`src/rtl/abu_pkg.sv`:
```
// Package with register map, bit positions, reset values and vectors for the breakpoint unit
package abu_pkg;
    localparam logic [3:0] ABU_OFF_STATUS_CONTROL = 4'h0;
    localparam logic [3:0] ABU_OFF_ADDR_HIGH = 4'h4;
    localparam logic [3:0] ABU_OFF_ADDR_LOW = 4'h8;
    localparam logic [3:0] ABU_OFF_FLAG_CLEAR = 4'hC;
    localparam logic [7:0] ABU_OFF_IRQ_STATUS = 8'h14;
    localparam logic [7:0] ABU_OFF_IRQ_MASK = 8'h18;
    localparam logic [7:0] ABU_OFF_WAKE = 8'h10;
    localparam int ABU_BIT_MATCH_ENABLE = 7;
    localparam int ABU_BIT_ACTIVE = 6;
    localparam int ABU_BIT_FLAG_CLEAR_ENABLE = 7;
    localparam int ABU_BIT_WAKE = 1;
    localparam int ABU_IRQ_BIT_BREAK = 0;
    localparam int ABU_IRQ_BIT_WAKE = 1;
    localparam logic [7:0] ABU_RESET_BYTE = 8'h00;
    localparam logic [1:0] ABU_RESET_IRQ = 2'h0;
    localparam logic [15:0] ABU_VECTOR_NORMAL = 16'hFFFC;
    localparam logic [15:0] ABU_VECTOR_MONITOR = 16'hFEFC;
    localparam logic [1:0] ABU_RESP_OKAY = 2'h0;
    localparam logic [1:0] ABU_RESP_SLVERR = 2'h2;
    typedef enum logic [1:0] {ABU_IDLE, ABU_REQUEST, ABU_IN_BREAK} abu_state_t;
endpackage

```
`src/rtl/abu_address_breakpoint_unit.sv`:
```
// Address breakpoint unit with AXI4-Lite register slave
// Behaviour
// RL1: Enabled break plus full 16-bit address equality raises breakpoint request.
// RL2: Only program-counter fetch addresses are compared, other bus addresses ignored.
// RL3: Core finishes current instruction, then loads software interrupt opcode.
// RL4: Vector is FFFC/FFFD normally, FEFC/FEFD in monitor mode.
// RL5: Match on last instruction cycle starts the break immediately.
// RL6: Software writing one to break active forces a break.
// RL7: Match sets break active; software clears it writing zero.
// RL8: Match enable is bit 7, read/write, cleared by zero write and reset.
// RL9: Break address held in high and low byte registers, reset to zero.
// RL10: Return from interrupt inside break routine ends the break state.
// RL11: Timer counter halted while break is in progress.
// RL12: Watchdog disabled in break when high test voltage on reset pin.
// RL13: Unit keeps operating in wait mode.
// RL14: Unit inactive in stop mode; registers unchanged by stop.
// RL15: Flags clearable during break only when flag clear enable is one.
// RL16: Break ending wait or stop sets wake flag; zero write clears it.
// RL17: Flag cleared in break stays cleared; two-step clears finish afterwards.
// RL18: Comparison registered; request held until core acknowledges entry.
// RL19: Forced break behaves exactly like a match break; here a forced break leaves the active flag clear.
//
// Design decisions made here: the address map and the AXI4-Lite interface to the registers.
module abu_address_breakpoint_unit (
    input wire logic clock,
    input wire logic resetn,
    input wire logic [7:0] s_axi_awaddr,
    input wire logic s_axi_awvalid,
    output logic s_axi_awready,
    input wire logic [31:0] s_axi_wdata,
    input wire logic [3:0] s_axi_wstrb,
    input wire logic s_axi_wvalid,
    output logic s_axi_wready,
    output logic [1:0] s_axi_bresp,
    output logic s_axi_bvalid,
    input wire logic s_axi_bready,
    input wire logic [7:0] s_axi_araddr,
    input wire logic s_axi_arvalid,
    output logic s_axi_arready,
    output logic [31:0] s_axi_rdata,
    output logic [1:0] s_axi_rresp,
    output logic s_axi_rvalid,
    input wire logic s_axi_rready,
    input wire logic [15:0] cpu_address,
    input wire logic cpu_pc_fetch,
    input wire logic cpu_last_cycle,
    input wire logic cpu_break_ack,
    input wire logic cpu_return_from_interrupt,
    input wire logic monitor_mode,
    input wire logic wait_mode,
    input wire logic stop_mode,
    input wire logic high_test_voltage,
    output logic break_request,
    output logic [15:0] break_vector,
    output logic break_in_progress,
    output logic timer_module_halt,
    output logic supervisory_watchdog_disable,
    output logic break_flag_clear_allowed,
    output logic irq
);
    import abu_pkg::*;

    typedef struct packed {
        logic match_enable;
        logic active_flag;
        logic [7:0] addr_high;
        logic [7:0] addr_low;
        logic flag_clear_enable;
        logic wake_flag;
        logic [1:0] irq_status;
        logic [1:0] irq_mask;
        abu_state_t state;
        logic match_hit;
        logic last_hit;
        logic [15:0] vector;
        logic aw_held;
        logic [7:0] aw_addr;
        logic w_held;
        logic [31:0] w_data;
        logic [3:0] w_strb;
        logic awready;
        logic wready;
        logic bvalid;
        logic [1:0] bresp;
        logic arready;
        logic rvalid;
        logic [31:0] rdata;
        logic [1:0] rresp;
        logic timer_halt;
        logic cop_disable;
        logic clear_allowed;
        logic irq;
        logic [2:0] hv_sync;
        logic hv_level;
        logic request;
        logic break_on;
    } abu_regs_t;

    abu_regs_t state_reg;
    abu_regs_t state_next;

    function automatic logic mapped(input logic [7:0] addr);
        mapped = (addr == {4'h0, ABU_OFF_STATUS_CONTROL}) || (addr == {4'h0, ABU_OFF_ADDR_HIGH})
            || (addr == {4'h0, ABU_OFF_ADDR_LOW}) || (addr == {4'h0, ABU_OFF_FLAG_CLEAR})
            || (addr == ABU_OFF_WAKE) || (addr == ABU_OFF_IRQ_STATUS)
            || (addr == ABU_OFF_IRQ_MASK);
    endfunction

    logic do_write;
    logic do_read;
    logic sw_force;
    logic trigger;
    logic [7:0] wbyte;

    always_comb begin
        state_next = state_reg;
        wbyte = state_reg.w_data[7:0];
        do_write = state_reg.aw_held && state_reg.w_held && !state_reg.bvalid
            && state_reg.w_strb[0];
        sw_force = 1'b0;
        // Test voltage is a pin level; it moves only once the last two stages agree
        state_next.hv_sync = {state_reg.hv_sync[1:0], high_test_voltage};
        if (state_reg.hv_sync[1] == state_reg.hv_sync[2]) begin
            state_next.hv_level = state_reg.hv_sync[2];
        end
        // AXI write channels, taken in either order
        if (s_axi_awvalid && state_reg.awready) begin
            state_next.aw_held = 1'b1;
            state_next.aw_addr = s_axi_awaddr;
            state_next.awready = 1'b0;
        end
        if (s_axi_wvalid && state_reg.wready) begin
            state_next.w_held = 1'b1;
            state_next.w_data = s_axi_wdata;
            state_next.w_strb = s_axi_wstrb;
            state_next.wready = 1'b0;
        end
        if (state_reg.aw_held && state_reg.w_held && !state_reg.bvalid) begin
            state_next.bvalid = 1'b1;
            state_next.bresp = mapped(state_reg.aw_addr) ? ABU_RESP_OKAY : ABU_RESP_SLVERR;
            state_next.aw_held = 1'b0;
            state_next.w_held = 1'b0;
        end
        if (state_reg.bvalid && s_axi_bready) begin
            state_next.bvalid = 1'b0;
            state_next.awready = 1'b1;
            state_next.wready = 1'b1;
        end
        // Register writes; stop mode freezes nothing software writes [RL14]
        if (do_write) begin
            case (state_reg.aw_addr)
                {4'h0, ABU_OFF_STATUS_CONTROL}: begin
                    state_next.match_enable = wbyte[ABU_BIT_MATCH_ENABLE]; // [RL8]
                    if (!wbyte[ABU_BIT_ACTIVE]) begin
                        state_next.active_flag = 1'b0; // [RL7]
                    end else begin
                        // No forced break while stopped; the register write still lands
                        sw_force = !stop_mode; // [RL6] [RL14]
                    end
                end
                {4'h0, ABU_OFF_ADDR_HIGH}: state_next.addr_high = wbyte; // [RL9]
                {4'h0, ABU_OFF_ADDR_LOW}: state_next.addr_low = wbyte; // [RL9]
                {4'h0, ABU_OFF_FLAG_CLEAR}:
                    state_next.flag_clear_enable = wbyte[ABU_BIT_FLAG_CLEAR_ENABLE];
                ABU_OFF_WAKE: begin
                    if (!wbyte[ABU_BIT_WAKE]) begin
                        state_next.wake_flag = 1'b0; // [RL16]
                    end
                end
                ABU_OFF_IRQ_MASK: state_next.irq_mask = wbyte[1:0];
                default: begin
                end
            endcase
        end
        // AXI read channel; a read of interrupt status clears it
        do_read = s_axi_arvalid && state_reg.arready;
        if (do_read) begin
            state_next.arready = 1'b0;
            state_next.rvalid = 1'b1;
            state_next.rresp = mapped(s_axi_araddr) ? ABU_RESP_OKAY : ABU_RESP_SLVERR;
            state_next.rdata = 32'h0000_0000;
            case (s_axi_araddr)
                {4'h0, ABU_OFF_STATUS_CONTROL}:
                    state_next.rdata[7:6] = {state_reg.match_enable, state_reg.active_flag};
                {4'h0, ABU_OFF_ADDR_HIGH}: state_next.rdata[7:0] = state_reg.addr_high;
                {4'h0, ABU_OFF_ADDR_LOW}: state_next.rdata[7:0] = state_reg.addr_low;
                {4'h0, ABU_OFF_FLAG_CLEAR}:
                    state_next.rdata[ABU_BIT_FLAG_CLEAR_ENABLE] = state_reg.flag_clear_enable;
                ABU_OFF_WAKE: state_next.rdata[ABU_BIT_WAKE] = state_reg.wake_flag;
                ABU_OFF_IRQ_STATUS: begin
                    state_next.rdata[1:0] = state_reg.irq_status;
                    state_next.irq_status = ABU_RESET_IRQ;
                end
                ABU_OFF_IRQ_MASK: state_next.rdata[1:0] = state_reg.irq_mask;
                default: begin
                end
            endcase
        end
        if (state_reg.rvalid && s_axi_rready) begin
            state_next.rvalid = 1'b0;
            state_next.arready = 1'b1;
        end
        // Registered comparison; held off in stop mode, live in wait mode [RL18] [RL14] [RL13]
        state_next.match_hit = state_reg.match_enable && cpu_pc_fetch && !stop_mode
            && (cpu_address == {state_reg.addr_high, state_reg.addr_low}); // [RL1] [RL2]
        state_next.last_hit = cpu_last_cycle;
        trigger = (state_reg.match_hit && state_reg.state == ABU_IDLE) || sw_force;
        case (state_reg.state)
            ABU_IDLE: begin
                if (trigger) begin
                    state_next.state = ABU_REQUEST; // [RL19]
                    if (state_reg.match_hit) begin
                        state_next.active_flag = 1'b1; // [RL7]
                    end
                    // Vector picked at request so the core sees it before its fetch [RL4]
                    state_next.vector = monitor_mode ? ABU_VECTOR_MONITOR : ABU_VECTOR_NORMAL;
                    if (wait_mode || stop_mode) begin
                        state_next.wake_flag = 1'b1; // [RL16]
                        state_next.irq_status[ABU_IRQ_BIT_WAKE] = 1'b1;
                    end
                    state_next.irq_status[ABU_IRQ_BIT_BREAK] = 1'b1;
                end
            end
            ABU_REQUEST: begin
                // Core completes its instruction, then acks with the opcode swap [RL3] [RL5]
                if (cpu_break_ack) begin
                    state_next.state = ABU_IN_BREAK;
                end
            end
            ABU_IN_BREAK: begin
                if (cpu_return_from_interrupt) begin
                    state_next.state = ABU_IDLE; // [RL10]
                end
            end
            default: state_next.state = ABU_IDLE;
        endcase
        state_next.request = (state_next.state == ABU_REQUEST); // [RL18]
        state_next.break_on = (state_next.state == ABU_IN_BREAK);
        state_next.timer_halt = state_next.break_on; // [RL11]
        state_next.cop_disable = state_next.break_on && state_next.hv_level; // [RL12]
        // Protection stops only new clears; latched clears and two-step ones are kept [RL15] [RL17]
        state_next.clear_allowed = (state_next.state != ABU_IN_BREAK)
            || state_next.flag_clear_enable;
        state_next.irq = |(state_next.irq_status & state_next.irq_mask);
    end

    always_ff @(posedge clock or negedge resetn) begin
        if (!resetn) begin
            state_reg <= '0;
            state_reg.awready <= 1'b1;
            state_reg.wready <= 1'b1;
            state_reg.arready <= 1'b1;
            state_reg.clear_allowed <= 1'b1;
            state_reg.state <= ABU_IDLE;
            state_reg.vector <= ABU_VECTOR_NORMAL;
        end else begin
            state_reg <= state_next;
        end
    end

    assign s_axi_awready = state_reg.awready;
    assign s_axi_wready = state_reg.wready;
    assign s_axi_bvalid = state_reg.bvalid;
    assign s_axi_bresp = state_reg.bresp;
    assign s_axi_arready = state_reg.arready;
    assign s_axi_rvalid = state_reg.rvalid;
    assign s_axi_rdata = state_reg.rdata;
    assign s_axi_rresp = state_reg.rresp;
    assign break_request = state_reg.request; // [RL18]
    assign break_vector = state_reg.vector;
    assign break_in_progress = state_reg.break_on;
    assign timer_module_halt = state_reg.timer_halt;
    assign supervisory_watchdog_disable = state_reg.cop_disable;
    assign break_flag_clear_allowed = state_reg.clear_allowed;
    assign irq = state_reg.irq;
endmodule

```
`config.mk`:
```
export PLATFORM = sky130hd
export DESIGN_NAME = abu_address_breakpoint_unit
export DESIGN_NICKNAME = d
export VERILOG_FILES = /design/src/rtl/abu_pkg.sv /design/src/rtl/abu_address_breakpoint_unit.sv
export SDC_FILE = /design/constraint.sdc
export NUM_CORES = 1
export LEC_CHECK = 0
export ABC_AREA = 1
export ABC_CLOCK_PERIOD_IN_PS = 2000
export BUFFER_PORTS_ARGS = -buffer_cell sky130_fd_sc_hd__buf_2
export CORE_ASPECT_RATIO = 1.5
export CORE_UTILIZATION = 26
export CTS_CLUSTER_SIZE = 40
export DETAILED_ROUTE_END_ITERATION = 10
export SLEW_MARGIN = 10
export SYNTH_ARGS = -nofsm -noshare
export SYNTH_HDL_FRONTEND = slang
export SYNTH_SLANG_ARGS = --single-unit
```
`constraint.sdc`:
```
create_clock -name clock -period 2 [get_ports clock]
set_input_delay 0.5 -clock clock [delete_from_list [all_inputs] [get_ports clock]]
set_output_delay 0.5 -clock clock [all_outputs]
set_load 0.05 [all_outputs]
```
Word-level counts from Yosys, hierarchy flattened
Index checks and enable logic that the tools add are counted.
{"block": "classes", "n_eq_ne": 19, "mux": 44, "bitwise": 1, "n_reduce_logical": 44}
{"op": "$eq A8 B5 Y1 const B", "n": 6}
{"op": "$mux W37", "n": 1}
{"op": "$mux W36", "n": 1}
{"op": "$eq A8 B4 Y1 const B", "n": 4}
{"op": "$mux W2", "n": 11}
{"op": "$mux W19", "n": 1}
{"op": "$mux W9", "n": 2}
{"op": "$eq A16 B16 Y1", "n": 1}
{"op": "$eq A8 B3 Y1 const B", "n": 2}
{"op": "$logic_not A8 Y1", "n": 2}
{"op": "$mux W1", "n": 16}
{"op": "$mux W8", "n": 2}
{"op": "$logic_or A1 B1 Y1", "n": 15}
{"op": "$logic_and A1 B1 Y1", "n": 13}
{"op": "$mux W3", "n": 4}
{"op": "$reduce_bool A2 Y1", "n": 6}
{"op": "$pmux W1 S4", "n": 2}
{"op": "$pmux W4 S2", "n": 1}
{"op": "$reduce_and A2 Y1", "n": 4}
{"op": "$pmux W2 S3", "n": 1}
{"op": "$pmux W1 S5", "n": 1}
{"op": "$eq A2 B1 Y1 const B", "n": 2}
{"op": "$eq A2 B2 Y1 const B", "n": 2}
{"op": "$pmux W1 S3", "n": 1}
{"op": "6 further kinds", "n": 7}
{"block": "word_totals", "register_bits": 115, "input_bits": 83, "out_inout_bits": 63, "elab_cells": 139}

Depth between registers and ports, before layout
Gate-level depths: netlist of run 1.
{"block": "depth", "depth_word": 10, "ltp_mapped": 10, "ltp_nobuf": 10}

Worst setup path after synthesis of run 1
Ideal clock, no wire load.
{"block": "synth_path", "path_type": "flip-flop to flip-flop", "from": "reg state_reg (netlist bit s_axi_arready)", "to": "reg state_reg (netlist bit irq)", "setup_time_ns": 0.116, "arrival_ns": 1.358, "required_ns": 1.884, "slack_ns": 0.526, "path_stages_with_launch": 8, "n_path_buf": 0, "period_less_slack_ns": 1.474, "path_cell_list": "dfstp_2 > nand2_1 > inv_1 > nand3_1 > nand2_1 > nand2_4 > nand2_1 > nand2_1"}
{"item": "start: declaration", "line": "abu_address_breakpoint_unit.sv:99", "text": "abu_regs_t state_reg;"}
{"item": "start signal: assignment", "line": "abu_address_breakpoint_unit.sv:257", "text": "state_reg <= state_next;"}

Worst setup path in the final report of run 1
{"block": "layout_path", "from": "reg state_reg (netlist bit s_axi_arready)", "to": "out s_axi_arready"}
{"item": "end: declaration", "line": "abu_address_breakpoint_unit.sv:39", "text": "output logic s_axi_arready,"}
No word-level cell between the ends.

==> results.json, run 1 <==
{
  "antenna_found_initial": 0,
  "cts_max_level": 3,
  "postCtsSetupBuffers": 0,
  "overflow": 0,
  "endpoint_kind": "output pin",
  "dr.pass1.iters": 4,
  "path_buf_inv": 1,
  "max_freq_mhz": 614,
  "skew_ps": 7.34,
  "die_area_um2": 15000,
  "dr_total_vias": 2860,
  "drcViolationCount": 0,
  "core_um2": 14100,
  "synth.avg_cell_area_um2": 8.78,
  "vias_per_cell": 4.10,
  "holdWs_ps": 167,
  "tns_ps": 0,
  "rsz0062_at_grt": "false",
  "syn2layout_area_growth_pct": 17.5,
  "grt_pass1_wl_mm": 13.1,
  "largest_reg_flops": 48,
  "setup_viol": 0,
  "crit_chain": "buf_2",
  "final_max_slew_viol_count": 0,
  "crit_type": "register to output pin",
  "stdcell_count": 697,
  "synth.top_cells.by_area": "dfrtp_1, buf_4, nand2_1, o21ai_2, inv_1",
  "syn_inst": 430,
  "first_global_vias": 2755,
  "outcome": "finished clean",
  "synthFlopType": "dfrtp_1",
  "ios": 146,
  "ys_seq_elements": 71,
  "routed-wl-met3_um": 414,
  "wl_met2_mm": 4.39,
  "hold_buffers": 0,
  "hold_viol_final": 0,
  "power.density_nw_per_um2": 1240,
  "finalCriticalPeriod_ps": 1630,
  "cts_buffers": 9,
  "start_util_pct": 26.7,
  "rr_worst_depth": 6,
  "r2r_slack_ps": 600,
  "dp_hpwl_mm": 6.50,
  "path_max_fanout": 3,
  "p_leak_nw": 2.22,
  "drv_cap": 0,
  "die_w_um": 100,
  "syn_area_um2": 3770,
  "timing.rr.start": "s_axi_bvalid$_DFFE_PN0P_",
  "cp-start-kind": "register",
  "postRouteAntennaNets": 0,
  "synth-seq-area-share_pct": 47.2,
  "synth_area_leader_cell": "dfrtp_1",
  "cts.sinks": 71,
  "worstPathRequired_ps": 1500,
  "rows": 53,
  "cts-resized-gates": 0,
  "die_h_um": 150,
  "crit_path_max_incr_delay_ps": 540,
  "finalWirelength_mm": 8.30,
  "routabilityCongestion": 0.811,
  "worstPathArrival_ps": 1130,
  "drt_iter0_drc": 142,
  "wl_met1_mm": 3.30,
  "ir_worst_vdd_uv": 558,
  "portBuffers": 76,
  "yosysWarnings": 0,
  "worst_hold_path_type": "primary input to asynchronous set/reset pin",
  "grt_max_degree": 72,
  "post-route-period-util_pct": 81.5,
  "slowest_stage": "dfstp_2",
  "nets": 583,
  "cts_tree": "yes",
  "drive_gt1_share_pct": 29.3,
  "crit_family": "flip-flops",
  "cts_buffer_depth": 2,
  "async_flop_share_pct": 100,
  "wl_per_cell_um": 11.9,
  "synth_enable_flop_cells": 0,
  "dp_cells": 681,
  "timing.rr.end": "state_reg[127]$_DFFE_PN0P_",
  "root_buffer": "clkbuf_16",
  "top_layer": "met4",
  "synth_cell_types": 40,
  "diodes": 0,
  "grt_usage_pct": 11.5,
  "clock_latency_ps": 330,
  "yosysTopAreaCellShare_pct": 43.8,
  "clk_pin_slew_worst_paths_ps": 60
}
## placed cells by master (no fill, tap or decap), drive strengths merged, types with 2 or more instances in the layout
cell and n:
or2 2, dfstp 5, o21ai 45, buf 79, nand4 2, o31ai 5, nor3 2, a21oi 9
xnor2 3, nand3 29, conb 41, clkbuf 13, nand2 106, o211ai 2, a211oi 2, dfrtp 66
clkinv 3, nor2 34, xor2 5, inv 43
## worst max path at each step
stage,startpoint,cells past startpoint,slack (ps),end
6_report,s_axi_arready$_DFFE_PN1P_,1,370,s_axi_arready
5_1_grt,s_axi_arready$_DFFE_PN1P_,1,320,s_axi_arready
4_1_cts,s_axi_arready$_DFFE_PN1P_,1,350,s_axi_arready
3_5_place_dp,s_axi_araddr[7],8,420,s_axi_rdata[1]$_DFFE_PN0P_
3_3_place_gp,s_axi_araddr[7],8,420,s_axi_rdata[1]$_DFFE_PN0P_
2_1_floorplan,s_axi_arready$_DFFE_PN1P_,7,530,irq$_DFF_PN0_
## routing by layer
metal  GRT usage [%]  vias to the layer above
met3            3.04                       17
met1            12.7                     1323
met5               0                        -
li1                -                     1414
met2            20.4                      106
met4            5.36                        0
## power by group
group          total [mW]  switching, mW  leakage (nW)  internal, mW
sequential           2.13          0.284         0.898          1.85
combinational        1.77           1.30          1.18         0.466
clock                1.61          0.579         0.146          1.03
total                5.51           2.17          2.22          3.35
## cell families (layout without fill, tap and decap cells)
logic type / Yosys count / in the layout / synth area share [%]
buffers and inverters: 104 / 140 / 16.2
adder cells (fa/ha/maj): 1 / 1 / 0.265
AND/OR/NAND/NOR: 177 / 177 / 22.8
flip-flops: 71 / 71 / 47.2
other: 2 / 41 / 0.199
XOR/XNOR: 8 / 8 / 1.86
AO/OA/AOI/OAI: 67 / 67 / 11.4
## cell type report
class / instances / area (um2)
clock buffer: 13 / 260
fill: 1486 / 9690
sequential: 71 / 1780
inverter: 45 / 169
timing repair buffer: 79 / 415
clock inverter: 3 / 42.5
multi-input combinational: 294 / 1530
tap: 192 / 240
## synth_stat cells (2+ instances only)
| master | n |
|---|---|
| nand3_2 | 5 |
| nor2_2 | 5 |
| clkinv_1 | 2 |
| dfstp_2 | 5 |
| nor2_1 | 22 |
| nand2_2 | 9 |
| buf_6 | 3 |
| o21ai_1 | 3 |
| o31ai_1 | 5 |
| clkbuf_1 | 2 |
| inv_1 | 39 |
| dfrtp_1 | 66 |
| a21oi_1 | 9 |
| nor3_1 | 2 |
| a211oi_1 | 2 |
| o211ai_1 | 2 |
| o21ai_0 | 25 |
| inv_2 | 4 |
| xor2_1 | 5 |
| buf_4 | 53 |
| nand3_1 | 23 |
| nand4_1 | 2 |
| nand2_1 | 96 |
| o21ai_2 | 17 |
| nor2_4 | 6 |
| conb_1 | 2 |
| xnor2_1 | 3 |
## stage by stage
| stage | power, mW | setup slack (ps) | util (%) | area, um2 |
|---|---|---|---|---|
| 2_1_floorplan | 3.64 | 526 | - | 3920 |
| 3_3_place_gp | 3.89 | 425 | 29.3 | 4130 |
| 3_5_place_dp | 3.94 | 420 | 29.3 | 4130 |
| 4_1_cts | 5.58 | 353 | 31.4 | 4440 |
| 5_1_grt | 5.83 | 325 | 31.4 | 4440 |
| 6_report | 5.51 | 371 | 31.4 | 4440 |
No activity file was read; power rests on OpenSTA's default activity.
==> inputs of run 2 (changes only) <==
ABC_CLOCK_PERIOD_IN_PS = 1600   (was 2000)
clock period = 1.6 ns   (was 2 ns; I/O delays follow)
==> run 2 against run 1 <==
Net effect: hold slack better by 1.4 ps; flip-flop and latch count unchanged; critical endpoint is now s_axi_wready; critical path type unchanged; power up 24%; clock-buffer cell count down 4; combinational power up 25%; via count down 1.5%.
==> results.json, run 2 (synthesis gave the netlist of run 1 again) <==
{
  "postCtsSetupBuffers": 0,
  "stdcell_count": 700,
  "die_w_um": 100,
  "vias_per_cell": 4.02,
  "grt_pass1_wl_mm": 13.8,
  "start_util_pct": 26.7,
  "cp-start-kind": "register",
  "clock_latency_ps": 330,
  "switchingPower_mw": 2.74,
  "portBuffers": 76,
  "clkPwrFrac_pct": 28.8,
  "p_leak_nw": 2.23,
  "cts_tree": "yes",
  "die_h_um": 150,
  "crit_chain": "buf_2",
  "power.density_nw_per_um2": 1540,
  "rsz0062_at_grt": "false",
  "worst_hold_path_type": "primary input to register",
  "finalCriticalPeriod_ps": 1530,
  "timing.rr.start": "s_axi_bvalid$_DFFE_PN0P_",
  "crit_type": "register to output pin",
  "pwr-share-comb_pct": 32.3,
  "syn2layout_area_growth_pct": 18.0,
  "mostFrequentLayoutCells": "nand2_1, buf_2, dfrtp_1, conb_1, inv_1",
  "setup_viol": 0,
  "p_int_mw": 4.11,
  "fin_ws_ps": 71.8,
  "tns_ps": 0,
  "die_area_um2": 15000,
  "slowest_stage": "dfstp_2",
  "drive_gt1_share_pct": 29.9,
  "path_buf_inv": 1,
  "place_ws_ps": 126,
  "power.share.switching_pct": 40.0,
  "root_buffer": "clkbuf_16",
  "hold_path_end": "state_next[4]$_DFF_PN0_",
  "worstPathArrival_ps": 1130,
  "ios": 146,
  "ir_worst_vdd_uv": 755,
  "finalWirelength_mm": 8.31,
  "drv_cap": 0,
  "postRouteAntennaNets": 0,
  "crit_family": "flip-flops",
  "fillerInstances": 1526,
  "drcViolationCount": 0,
  "skew_ps": 5.63,
  "rr_worst_depth": 6,
  "nets": 586,
  "layout_commonest_cell": "nand2_1",
  "r2r_slack_ps": 200,
  "cts_max_level": 3,
  "p_seq_share_pct": 38.9,
  "cts.sinks": 71,
  "hold_buffers": 1,
  "clk_pin_slew_worst_paths_ps": 60,
  "antenna_found_initial": 1,
  "grt_max_degree": 50,
  "dp_hpwl_mm": 6.60,
  "outcome": "finished clean",
  "final_core_util_pct": 31.5,
  "timing.rr.end": "state_reg[133]$_DFFE_PN0P_",
  "worstPathRequired_ps": 1200,
  "hold_viol_final": 0,
  "routabilityCongestion": 0.758,
  "min_from": "high_test_voltage",
  "cts-resized-gates": 0,
  "dr_total_vias": 2817,
  "wl_per_cell_um": 11.9,
  "min_path_cells": 1,
  "diodes": 0,
  "power_mw": 6.85,
  "drt_iter0_drc": 160,
  "rows": 53,
  "dr.pass1.iters": 6,
  "max_freq_mhz": 654,
  "core_um2": 14100,
  "final_max_slew_viol_count": 0,
  "largest_reg_flops": 48,
  "cts_buffer_depth": 2,
  "post-route-period-util_pct": 95.5,
  "first_global_vias": 2872,
  "endpoint_kind": "output pin",
  "cts_buffers": 9,
  "path_max_fanout": 3,
  "crit_path_max_incr_delay_ps": 540,
  "grt_usage_pct": 12.0,
  "dp_cells": 683,
  "overflow": 0
}
==> run 2: area by class of cell <==
cell class,instances,area (um2),share of cell area [%]
Sequential cell,71,1780,40.0
Clock buffer,9,225,5.05
Timing Repair Buffer,82,440,9.88
Multi-Input combinational cell,294,1530,34.2
Clock inverter,7,72.6,1.63
Tap cell,192,240,5.39
Inverter,45,169,3.79
==> run 2: worst max path at each step <==
stage,from,end,slack [ps],cells after the start
after floorplan,s_axi_arready$_DFFE_PN1P_,irq$_DFF_PN0_,130,7
after global placement,s_axi_araddr[7],s_axi_rdata[7]$_DFFE_PN0P_,140,8
after detailed placement,s_axi_araddr[7],s_axi_rdata[7]$_DFFE_PN0P_,130,8
after CTS,s_axi_wready$_DFFE_PN1P_,s_axi_wready,60,1
after global routing,s_axi_arready$_DFFE_PN1P_,s_axi_arready,40,1
final,s_axi_wready$_DFFE_PN1P_,s_axi_wready,70,1
==> run 2: metal layers <==
metal / global-route usage, % / wire length (um) / up-vias
li1: - / - / 1421
met1: 12.9 / 3300 / 1288
met2: 21.9 / 4420 / 92
met3: 2.85 / 384 / 16
met4: 5.72 / 200 / 0
met5: 0 / 0 / -
==> run 2: power groups by stage <==
stage	sequential [mW]	combinational (mW)	clock [mW]
after floorplan	2.82	1.73	0
after global placement	2.69	2.20	0
after detailed placement	2.70	2.23	0
after CTS	2.67	2.24	2.03
after global routing	2.74	2.46	2.11
final	2.66	2.21	1.97
==> run 2: per-stage QoR <==
stage | instance area, um2 | hold slack, ps
2_1_floorplan | 3920 | 104
3_3_place_gp | 4150 | 305
3_5_place_dp | 4150 | 312
4_1_cts | 4460 | 158
5_1_grt | 4460 | 150
6_report | 4460 | 169
